--- src/common/fclg_defs.svh ---
// Purpose: Offsets, field positions, reset values and counts of the launch gate
// Assumes: Included by bare name
// Notes: Definitions only
`ifndef FCLG_DEFS_SVH
`define FCLG_DEFS_SVH
`define FCLG_OFS_INDEX     8'h00
`define FCLG_OFS_PARAM     8'h04
`define FCLG_OFS_STATUS    8'h08
`define FCLG_OFS_IRQ_MASK  8'h0C
`define FCLG_OFS_MODE      8'h10
`define FCLG_STAT_CCF      0
`define FCLG_STAT_ACCERR   1
`define FCLG_STAT_DONE     2
`define FCLG_STAT_W        3
`define FCLG_MODE_SPECIAL  0
`define FCLG_MODE_SECURED  1
`define FCLG_CODE_MSB      15
`define FCLG_CODE_LSB      8
`define FCLG_EXEC_CYCLES   16
`define FCLG_IDX_RESET     3'h0
`define FCLG_MASK_RESET    3'h0
`endif

--- src/common/fclg_pkg.sv ---
// Purpose: Types of the flash command launch gate
// Assumes: Nothing
// Notes: Constants live in fclg_defs.svh
package fclg_pkg;
   typedef enum logic [1:0] {
      FCLG_IDLE,
      FCLG_RUN,
      FCLG_DONE
   } fclg_state_t;
endpackage

--- src/logic/fclg_gate.sv ---
// Purpose: Command launch gate: parameter array, complete flag, permission check
// Assumes: Mode and security pins asynchronous; register port on clock
// Notes: Memory controller seen through launch and finish handshake
//
// Notes on behaviour
// - Erase-verify codes 0x01 and 0x02 accepted in every mode and security state.
// - Array commands 0x03..0x12 other than 0x05 and 0x0F (always refused) and 0x08, 0x0B, 0x0C, 0x0E (below) accepted except when secured in special mode.
// - Erase-all 0x08 and unsecure 0x0B accepted only in special mode.
// - Backdoor key verify 0x0C accepted only in normal mode.
// - Field margin 0x0E accepted only unsecured in special mode.
// - Special mode input high means special single-chip, else normal.
// - Secured input high means secured memory, else unsecured.
// - Erase-verify-all command checks every array and EEPROM block erased.
// - Index field selects the parameter word read or written.
// - Writing one to complete flag clears it and hands over parameters.
// - Complete flag stays zero while the command runs.
// - At finish flag returns to one and results land in the array.
//
// Our own choices: the register addresses and the strobed register port.
`timescale 1ns/10ps
`default_nettype none
`include "fclg_defs.svh"
module fclg_gate
#(
   parameter int WORDS = 6
)
(
   input  wire logic        clock,
   input  wire logic        rst_n,
   input  wire logic [7:0]  addr,
   input  wire logic [15:0] wdata,
   input  wire logic        wr,
   input  wire logic        rd,
   output logic      [15:0] rdata,
   input  wire logic        special_mode_input,
   input  wire logic        secured_state_input,
   output logic             cmd_launch,
   output logic      [7:0]  cmd_code_out,
   output logic             cmd_erase_verify_all,
   output logic      [15:0] cmd_word,
   output logic      [2:0]  cmd_word_idx,
   input  wire logic        cmd_finish,
   input  wire logic        res_we,
   input  wire logic [2:0]  res_idx,
   input  wire logic [15:0] res_data,
   output logic             irq
);
   initial
   begin
      if (WORDS < 1 || WORDS > 8)
         $error("WORDS must be 1 to 8");
   end

   typedef struct packed {
      logic [1:0]            spec_sync;
      logic [1:0]            sec_sync;
      logic [2:0]            idx;
      logic [WORDS-1:0][15:0] arr;
      logic [`FCLG_STAT_W-1:0] stat;
      logic [`FCLG_STAT_W-1:0] mask;
      fclg_pkg::fclg_state_t  state;
      logic [2:0]            xfer;
      logic                  launch;
      logic [7:0]            code;
      logic                  eva;
      logic [15:0]           word;
      logic [2:0]            widx;
      logic [15:0]           rdata;
      logic                  irq;
   } fclg_regs_t;

   fclg_regs_t cur_ff;
   fclg_regs_t nxt_ff;
   logic       permit;
   logic       special;
   logic       secured;
   logic       launch_req;

   function automatic logic hit(input logic [7:0] a, input logic [7:0] ofs);
      hit = (a == ofs);
   endfunction

   assign special = cur_ff.spec_sync[1];
   assign secured = cur_ff.sec_sync[1];
   assign launch_req = wr && hit(addr, `FCLG_OFS_STATUS) && wdata[`FCLG_STAT_CCF];

   fclg_permit u_permit
   (
      .code    (cur_ff.arr[0][`FCLG_CODE_MSB:`FCLG_CODE_LSB]),
      .special (special),
      .secured (secured),
      .permit  (permit)
   );

   always_comb
   begin
      nxt_ff = cur_ff;
      nxt_ff.spec_sync = {cur_ff.spec_sync[0], special_mode_input};
      nxt_ff.sec_sync = {cur_ff.sec_sync[0], secured_state_input};
      nxt_ff.launch = 1'b0;
      nxt_ff.rdata = 16'h0000;
      if (wr && hit(addr, `FCLG_OFS_INDEX))
         nxt_ff.idx = wdata[2:0];
      if (wr && hit(addr, `FCLG_OFS_PARAM) && cur_ff.stat[`FCLG_STAT_CCF]
          && 32'(cur_ff.idx) < WORDS)
         nxt_ff.arr[cur_ff.idx] = wdata;
      if (wr && hit(addr, `FCLG_OFS_IRQ_MASK))
         nxt_ff.mask = wdata[`FCLG_STAT_W-1:0];
      if (wr && hit(addr, `FCLG_OFS_STATUS))
      begin
         nxt_ff.stat[`FCLG_STAT_ACCERR] = cur_ff.stat[`FCLG_STAT_ACCERR]
                                          & ~wdata[`FCLG_STAT_ACCERR];
         nxt_ff.stat[`FCLG_STAT_DONE] = cur_ff.stat[`FCLG_STAT_DONE]
                                        & ~wdata[`FCLG_STAT_DONE];
      end
      if (rd)
      begin
         if (hit(addr, `FCLG_OFS_INDEX))
            nxt_ff.rdata = {13'h0000, cur_ff.idx};
         else if (hit(addr, `FCLG_OFS_PARAM) && 32'(cur_ff.idx) < WORDS)
            nxt_ff.rdata = cur_ff.arr[cur_ff.idx];
         else if (hit(addr, `FCLG_OFS_STATUS))
            nxt_ff.rdata = {13'h0000, cur_ff.stat};
         else if (hit(addr, `FCLG_OFS_IRQ_MASK))
            nxt_ff.rdata = {13'h0000, cur_ff.mask};
         else if (hit(addr, `FCLG_OFS_MODE))
            nxt_ff.rdata = {14'h0000, secured, special};
      end
      unique case (cur_ff.state)
         fclg_pkg::FCLG_IDLE:
         begin
            if (launch_req && cur_ff.stat[`FCLG_STAT_CCF])
            begin
               if (permit)
               begin
                  nxt_ff.stat[`FCLG_STAT_CCF] = 1'b0;
                  nxt_ff.state = fclg_pkg::FCLG_RUN;
                  nxt_ff.xfer = 3'h0;
                  nxt_ff.code = cur_ff.arr[0][`FCLG_CODE_MSB:`FCLG_CODE_LSB];
                  nxt_ff.eva = (cur_ff.arr[0][`FCLG_CODE_MSB:`FCLG_CODE_LSB]
                                == 8'h01);
                  nxt_ff.launch = 1'b1;
                  nxt_ff.word = cur_ff.arr[0];
                  nxt_ff.widx = 3'h0;
               end
               else
                  nxt_ff.stat[`FCLG_STAT_ACCERR] = 1'b1;
            end
         end
         fclg_pkg::FCLG_RUN:
         begin
            if (32'(cur_ff.xfer) + 1 < WORDS)
            begin
               nxt_ff.xfer = cur_ff.xfer + 3'h1;
               nxt_ff.word = cur_ff.arr[cur_ff.xfer + 3'h1];
               nxt_ff.widx = cur_ff.xfer + 3'h1;
            end
            if (res_we && 32'(res_idx) < WORDS)
               nxt_ff.arr[res_idx] = res_data;
            if (cmd_finish)
               nxt_ff.state = fclg_pkg::FCLG_DONE;
         end
         fclg_pkg::FCLG_DONE:
         begin
            nxt_ff.stat[`FCLG_STAT_CCF] = 1'b1;
            nxt_ff.stat[`FCLG_STAT_DONE] = 1'b1;
            nxt_ff.state = fclg_pkg::FCLG_IDLE;
         end
      endcase
      nxt_ff.irq = |(nxt_ff.stat[`FCLG_STAT_W-1:1] & nxt_ff.mask[`FCLG_STAT_W-1:1]);
   end

   always_ff @(posedge clock or negedge rst_n)
   begin
      if (!rst_n)
      begin
         cur_ff <= '0;
         cur_ff.stat <= 3'h1;
         cur_ff.idx <= `FCLG_IDX_RESET;
         cur_ff.mask <= `FCLG_MASK_RESET;
         cur_ff.state <= fclg_pkg::FCLG_IDLE;
      end
      else
         cur_ff <= nxt_ff;
   end

   assign rdata = cur_ff.rdata;
   assign cmd_launch = cur_ff.launch;
   assign cmd_code_out = cur_ff.code;
   assign cmd_erase_verify_all = cur_ff.eva;
   assign cmd_word = cur_ff.word;
   assign cmd_word_idx = cur_ff.widx;
   assign irq = cur_ff.irq;

   a_flag_low_run: assert property (@(posedge clock) disable iff (!rst_n)
      cur_ff.state == fclg_pkg::FCLG_RUN |-> !cur_ff.stat[`FCLG_STAT_CCF])
      else $error("Complete flag high while running");
   a_launch_clears: assert property (@(posedge clock) disable iff (!rst_n)
      cmd_launch |-> !cur_ff.stat[`FCLG_STAT_CCF] && $past(permit))
      else $error("Launch without clear or permit");
   a_refused_err: assert property (@(posedge clock) disable iff (!rst_n)
      launch_req && cur_ff.stat[`FCLG_STAT_CCF] && !permit
      |=> cur_ff.stat[`FCLG_STAT_ACCERR] && !cmd_launch)
      else $error("Refused code did not flag error");
   a_finish_sets: assert property (@(posedge clock) disable iff (!rst_n)
      cur_ff.state == fclg_pkg::FCLG_RUN && cmd_finish
      |=> ##1 cur_ff.stat[`FCLG_STAT_CCF])
      else $error("Flag not set after finish");
   a_busy_nolaunch: assert property (@(posedge clock) disable iff (!rst_n)
      !cur_ff.stat[`FCLG_STAT_CCF] |=> !cmd_launch)
      else $error("Launch while busy");
   a_eva_code: assert property (@(posedge clock) disable iff (!rst_n)
      cmd_launch |-> cmd_erase_verify_all == (cmd_code_out == 8'h01))
      else $error("Erase verify all flag wrong");
   a_verify_always: assert property (@(posedge clock) disable iff (!rst_n)
      cur_ff.arr[0][15:8] == 8'h02 |-> permit)
      else $error("Erase verify block refused");
   a_secure_special: assert property (@(posedge clock) disable iff (!rst_n)
      special && secured && cur_ff.arr[0][15:8] == 8'h06 |-> !permit)
      else $error("Program allowed when secured special");
   a_unsec_normal: assert property (@(posedge clock) disable iff (!rst_n)
      !special && cur_ff.arr[0][15:8] == 8'h0B |-> !permit)
      else $error("Unsecure allowed in normal mode");
   a_key_special: assert property (@(posedge clock) disable iff (!rst_n)
      special && cur_ff.arr[0][15:8] == 8'h0C |-> !permit)
      else $error("Key verify allowed in special mode");
   a_field_margin: assert property (@(posedge clock) disable iff (!rst_n)
      cur_ff.arr[0][15:8] == 8'h0E |-> permit == (special && !secured))
      else $error("Field margin permission wrong");

   c_launch: cover property (@(posedge clock) disable iff (!rst_n) cmd_launch);
   c_refuse: cover property (@(posedge clock) disable iff (!rst_n)
      launch_req && !permit && cur_ff.stat[`FCLG_STAT_CCF]);
   c_complete: cover property (@(posedge clock) disable iff (!rst_n)
      cur_ff.state == fclg_pkg::FCLG_DONE);
   c_result: cover property (@(posedge clock) disable iff (!rst_n)
      cur_ff.state == fclg_pkg::FCLG_RUN && res_we);
endmodule
`default_nettype wire

--- src/logic/fclg_permit.sv ---
// Purpose: Decides whether a command code may run in the current mode and security state
// Assumes: Mode and security inputs already synchronised
// Notes: Purely combinational
`timescale 1ns/10ps
`default_nettype none
module fclg_permit
(
   input  wire logic [7:0] code,
   input  wire logic       special,
   input  wire logic       secured,
   output logic            permit
);
   always_comb
   begin
      unique case (code)
         8'h01, 8'h02:
            permit = 1'b1;
         8'h03, 8'h04, 8'h06, 8'h07, 8'h09, 8'h0A, 8'h0D, 8'h10, 8'h11, 8'h12:
            permit = !(special && secured);
         8'h08, 8'h0B:
            permit = special;
         8'h0C:
            permit = !special;
         8'h0E:
            permit = special && !secured;
         default:
            permit = 1'b0;
      endcase
   end
endmodule
`default_nettype wire

--- config.mk ---
export PLATFORM = sky130hd
export DESIGN_NAME = fclg_gate
export DESIGN_NICKNAME = d
export VERILOG_FILES = /design/src/common/fclg_pkg.sv /design/src/logic/fclg_gate.sv /design/src/logic/fclg_permit.sv
export VERILOG_INCLUDE_DIRS = /design/src /design/src/common
export SDC_FILE = /design/constraint.sdc
export NUM_CORES = 1
export LEC_CHECK = 0
export ABC_AREA = 1
export BUFFER_PORTS_ARGS = -buffer_cell sky130_fd_sc_hd__buf_4
export CORE_ASPECT_RATIO = 0.8
export CORE_MARGIN = 3
export CORE_UTILIZATION = 50
export CTS_BUF_LIST = sky130_fd_sc_hd__clkbuf_8 sky130_fd_sc_hd__clkbuf_16
export CTS_CLUSTER_DIAMETER = 150
export DETAILED_ROUTE_END_ITERATION = 10
export GPL_TIMING_DRIVEN = 1
export PLACE_DENSITY = 0.69
export SLEW_MARGIN = 5
export SYNTH_ARGS = -nofsm -noshare
export SYNTH_HDL_FRONTEND = slang
export SYNTH_SLANG_ARGS = --single-unit
--- constraint.sdc ---
create_clock -name clock -period 2.1 [get_ports clock]
set_input_delay 0.21 -clock clock [delete_from_list [all_inputs] [get_ports clock]]
set_output_delay 0.21 -clock clock [all_outputs]
set_load 0.02 [all_outputs]
Word-level counts from Yosys, hierarchy flattened:

Cells that the tools add are included.

* bits in registers: 160
* memory bits (read-only): 0
* memories kept: 0
* word-level logic and storage cells: 129
* output and inout bits: 46
* bits in writable memories: 0
* latch bits: 0

* equality and inequality tests: 26
* add/subtract/negate cells: 2
* div/mod/pow operators: 0
* $lt $le $gt $ge: 8
* multiply operators: 0
* bitwise operators: 5
* reduce and logical (&&, ||, !) cells: 29
* mux-type cells: 37
* shift-type cells: 0

Operator list (number)
* 96-bit two-way mux: 3
* 96-bit bitwise mux: 2
* 16-bit two-way mux: 7
* 16-bit binary-select mux with 3-bit select: 2
* 16-bit demux with 3-bit select: 2
* 8-bit by 4-bit == test with 1-bit output, second input constant: 9
* 34-bit two-way mux: 2
* 19-bit one-hot mux with 2 select lines: 1
* 8-bit by 3-bit == test with 1-bit output, second input constant: 4
* 8-bit by 5-bit == test with 1-bit output, second input constant: 4
* 19-bit two-way mux: 1
* 8-bit by 2-bit == test with 1-bit output, second input constant: 2
* 1-bit logical AND: 14
* 3-bit by 4-bit less-than comparator with 1-bit output, second input constant: 3
* 3-bit two-way mux: 4
* 10-bit two-way mux: 1
* 10-bit OR reduction: 1
* 3-bit AND reduction: 3
* 8-bit by 1-bit == test with 1-bit output, second input constant: 1
* 8-bit zero test: 1
* 2-bit two-way mux: 4
* 2-bit inequality test, second input constant: 4
* 3-bit by 1-bit >= comparator with 1-bit output, second input constant: 2
* 3-bit less-than comparator, second input constant: 2
* 18 further kinds: 28

Logic depth before layout (Yosys ltp):

* depth after elaboration: 9
* mapped depth: 15
* mapped depth without buffers: 13

Cells and area by module:

From an unflattened synthesis, not the netlist that was laid out.

* cells, all modules: 1953
* area total of the unflattened synthesis: 12042.8 um^2

Modules (own cells, without submodules)
* fclg_gate: area an instance 11855.1 um^2, cells an instance 1910, sequential area each 3930.0 um^2, instances 1
* fclg_permit: area an instance 187.7 um^2, cells an instance 43, sequential area each 0.0 um^2, instances 1

Worst setup path before layout:

Ideal clock, no wire load.

* kind: reg2reg
* from: register cur_ff[46] (netlist name)
* to: register cur_ff, in the netlist cmd_word[7]
* arrival time: 1.731 ns
* slack: 0.253 ns
* cell stages (with the launch flop): 13
* library setup time: 0.116 ns
* required time: 1.984 ns
* path through: dfrtp_1 -> ha_1 -> clkbuf_1 -> buf_1 -> a21oi_1 -> o21ai_0 -> o21ai_0 -> nand2_1 -> o21ai_0 -> nand2_1 -> nand2_1 -> nand2_1 -> nand2_1

* cells in the longest elaborated chain, start to end: 5

RTL lines
* start: declaration: RTL line fclg_gate.sv:72 `fclg_regs_t cur_ff;`
* start signal: assignment: RTL line fclg_gate.sv:184 `cur_ff <= nxt_ff;`
* 3-bit by 1-bit adder with 3-bit output: RTL line fclg_gate.sv:155 `nxt_ff.word = cur_ff.arr[cur_ff.xfer + 3'h1];`
* 16-bit binary-select mux with 3-bit select: RTL line fclg_gate.sv:155
* 16-bit two-way mux (implied by the code): RTL line fclg_gate.sv:155
* 19-bit two-way mux: RTL line fclg_gate.sv:152 `if (32'(cur_ff.xfer) + 1 < WORDS)`
* 19-bit one-hot mux with 2 select lines: RTL line fclg_gate.sv:129 `unique case (cur_ff.state)`

Parallel ways exist; a longest one is shown, timed or not. The select of a mux whose other input is x is not followed.
A chain may end at the register's enable or synchronous reset.

Final worst setup path:

* from: register cur_ff[47] (netlist name)
* to: register cur_ff, in the netlist cmd_word[11]

The elaborated chain is that of the path after synthesis.

==> metrics.md <==
| Metric | Value |
|---|---|
| Post-synthesis adder-cell area fraction | `0.517%` |
| Number of H-tree levels | `4` |
| Final period utilization | `92.2%` |
| Drt via density | `5.60` |
| Global-route wire length before repair | `48.4 mm` |
| # DRC | `0` |
| GRT Resource Usage Total | `30.1%` |
| Worst hold path class | `in -> reg` |
| Compound-Gate Fraction of Synth Area | `17.3%` |
| Max Root-Sink Buffers | `2` |
| Cells after Synth | `1372` |
| Fin nets | `1473` |
| Slew @ Worst Pin | `557 ps` |
| Clock slew at reported path FFs | `70 ps` |
| Final worst path period need | `1940 ps` |
| XOR/XNOR Fraction of Synth Area | `0.0905%` |
| Drt pass-1 iters | `6` |
| Inst Count DP | `1649` |
| Die span in y | `130 µm` |
| Multiplexer share of the synthesized area | `0.930%` |
| Diodes inserted | `0` |
| Area grow syn2layout | `15.8%` |
| Setup Buffers After CTS | `0` |
| Area of the core region | `18600 µm²` |
| CTS root buf | `clkbuf_16` |
| Post-Route WL | `31.4 mm` |
| Post-Syn Area | `9680 µm²` |
| CTS buffer count | `17` |
| CTS sink cnt | `157` |
| CP required | `2470 ps` |
| Final setup TNS | `0 ps` |
| Seq cells post-synth | `157` |
| Initial antenna violation count | `0` |
| Row cnt | `44` |
| Final setup vio count | `0` |
| CP Launch Type | `flip-flop` |
| Final cell count without fillers | `1684` |
| CTS tree | `yes` |
| Leak | `6.16 nW` |
| Gp weighted congestion | `0.912` |
| Largest net degree at the start of global routing | `94` |
| RSZ-0062 raised after global routing | `no` |
| Vias in the first global route | `8382` |
| DRT iter0 DRCs | `1256` |
| Final core occ | `60.4%` |
| Status | `finished clean` |
| Post-synthesis sequential area ratio | `40.6%` |
| WL per Instance | `18.6 µm` |
| Clock Latency Late Sink | `430 ps` |
| Worst Path Max Fanout | `8` |
| Largest family of logic cells by synthesized area | `simple AND/OR/NAND/NOR gates` |
| Skew final | `9.65 ps` |
| YS warnings | `0` |
| Post-Syn Nets | `1427` |
| Slew margin rel. | `62.6%` |
| Via count | `9438` |
| CP Class | `reg -> reg` |
| Antenna Nets Post-Route | `0` |
| Overflow after GRT | `0` |
| Fraction of the mapped netlist area in simple logic gates | `26.0%` |
| Synth cell types | `39` |
| Die area | `21100 µm²` |
| Die width | `162 µm` |
| Share of cells above drive strength 1 | `14.3%` |
| Pwr per Cell Area | `604 nW/µm²` |
| Max Cap Viol | `0` |
| Final Hold Fails | `0` |
| Max-slew violation count | `0` |
| # port buffers | `96` |
| Top Ports | `97` |
| HPWL after detailed placement | `22.1 mm` |
| Filler Cell Count | `1744` |
| VDD IR max | `0.336 mV` |
| CP Capture Type | `flip-flop` |
| CP Data Arrival Time | `2310 ps` |
| Synthesized area per cell | `7.06 µm²` |
| Fmax | `516 MHz` |
| Initial Util | `52.2%` |
## flip-flops by register name (all words and copies together), names as in the netlist
name	flops
cmd_code_out	8
cmd_erase_verify_all	1
cmd_launch	1
cmd_word	16
cur_ff	114
irq	1
rdata	16
## per-layer routing
layer / global-route usage [%] / part of all wire, %
met1: 45.8 / 45
met2: 41.5 / 39
met5: 0 / 0
met4: 5.67 / 0.85
met3: 10.6 / 14
## synth_stat cells
library cell / n / area share, %
o21ai_0: 143 / 7.4
nor3_1: 2 / 0.10
nand4_1: 38 / 2.5
dfstp_2: 1 / 0.27
buf_4: 48 / 3.7
and3_1: 1 / 0.065
o22ai_1: 36 / 2.3
and2_1: 1 / 0.065
a21oi_1: 41 / 2.1
nand3_1: 89 / 4.6
buf_6: 4 / 0.47
buf_2: 17 / 0.88
inv_1: 187 / 7.2
o21ai_1: 26 / 1.3
nor2_4: 1 / 0.12
a22o_1: 1 / 0.090
a31oi_1: 8 / 0.52
ha_1: 4 / 0.52
inv_2: 3 / 0.12
clkbuf_1: 41 / 1.6
nand2_4: 1 / 0.12
o31ai_1: 1 / 0.078
o21bai_1: 1 / 0.078
mux2i_1: 9 / 0.93
nor2_1: 60 / 2.3
nand2b_1: 1 / 0.065
nor2_2: 5 / 0.32
nand3_2: 3 / 0.31
o2111ai_1: 1 / 0.090
nand2_2: 3 / 0.19
o211ai_1: 29 / 2.2
buf_1: 12 / 0.47
xor2_1: 1 / 0.090
dfrtp_1: 156 / 40
nand3_4: 2 / 0.36
nand2_1: 380 / 15
a211oi_1: 13 / 1.0
nor2_8: 1 / 0.21
clkinv_2: 1 / 0.052
## cells in the final DEF (no fill, tap or decap), drive strengths merged, types with 2 or more instances in the layout
master       netlist  layout
nand2            384     384
inv              190     196
o21ai            169     169
dfrtp            156     156
buf               81     146
nand3             94      94
nor2              67      67
a21oi             41      41
nand4             38      38
o22ai             36      36
o211ai            29      29
clkbuf            41      18
a211oi            13      13
mux2i              9       9
a31oi              8       8
ha                 4       4
clkinvlp           0       3
bufinv             0       3
dlygate4sd3        0       3
clkinv             1       3
nor3               2       2
## worst paths after layout
| check | startpoint | to | slack, ps | cells after the start |
|---|---|---|---|---|
| min | res_data[0] | cur_ff[137] | 30 | 3 |
| max | cur_ff[47] | cmd_word[11] | 160 | 9 |
| min in group asynchronous | rst_n | cur_ff[53] | 270 | 2 |
| max in group asynchronous | rst_n | cur_ff[143] | 1100 | 3 |
| min reg2reg | cur_ff[156] | cur_ff[157] | 360 | 0 |
| max reg2reg | cur_ff[47] | cmd_word[11] | 160 | 9 |
## area by class of cell
| type | count | area [µm²] | area share, % |
|---|---|---|---|
| multi-input combinational | 902 | 4360 | 38.9 |
| timing repair buffer | 149 | 1260 | 11.2 |
| sequential | 157 | 3930 | 35.1 |
| inverter | 191 | 719 | 6.42 |
| tap | 253 | 317 | 2.82 |
| clock inverter | 14 | 184 | 1.64 |
| clock buffer | 18 | 439 | 3.92 |
## power breakdown
group | switching, mW | internal, mW | total [mW] | leakage (nW)
clock | 1.37 | 1.93 | 3.30 | 0.297
sequential | 0.00760 | 3.04 | 3.04 | 2.03
combinational | 0.291 | 0.135 | 0.426 | 3.83
total | 1.67 | 5.10 | 6.77 | 6.16
## metrics by stage
| step | worst slack [ps] | power [mW] | instance area (µm²) | hold slack [ps] |
|---|---|---|---|---|
| after floorplan | 253 | 3.25 | 9680 | -85.6 |
| after global placement | 116 | 3.51 | 10500 | 157 |
| after detailed placement | 71.3 | 3.51 | 10500 | 163 |
| after CTS | 58.9 | 6.78 | 11200 | 14.7 |
| after global routing | 3.43 | 6.96 | 11200 | 29.7 |
| final | 163 | 6.77 | 11200 | 28.9 |
## logic make-up (layout without fill, tap and decap cells)
family	Yosys count	after routing
AOI/OAI and AO/OA	300	300
xor gates and xnor gates	1	1
adders and majority gates	4	4
buffers and inverters	313	372
DFF	157	157
muxes	9	9
and+or+nand+nor	588	588
## critical path, stage by stage (launching register included)
cell     delay [ps]
dfrtp_1         430
ha_2            360
inv_1           190
nand2_2         140
buf_4           200
o21ai_0         290
nand2_1          90
nand2_1          80
nand2_1          50
nand2_1          60
## timing repair
item	in CTS	in global routing
hold endpoints to repair	44	0
resized for setup	0	5
setup endpoints to repair	0	16
hold buffers	3	0
Power figures use the tool's default switching activity.
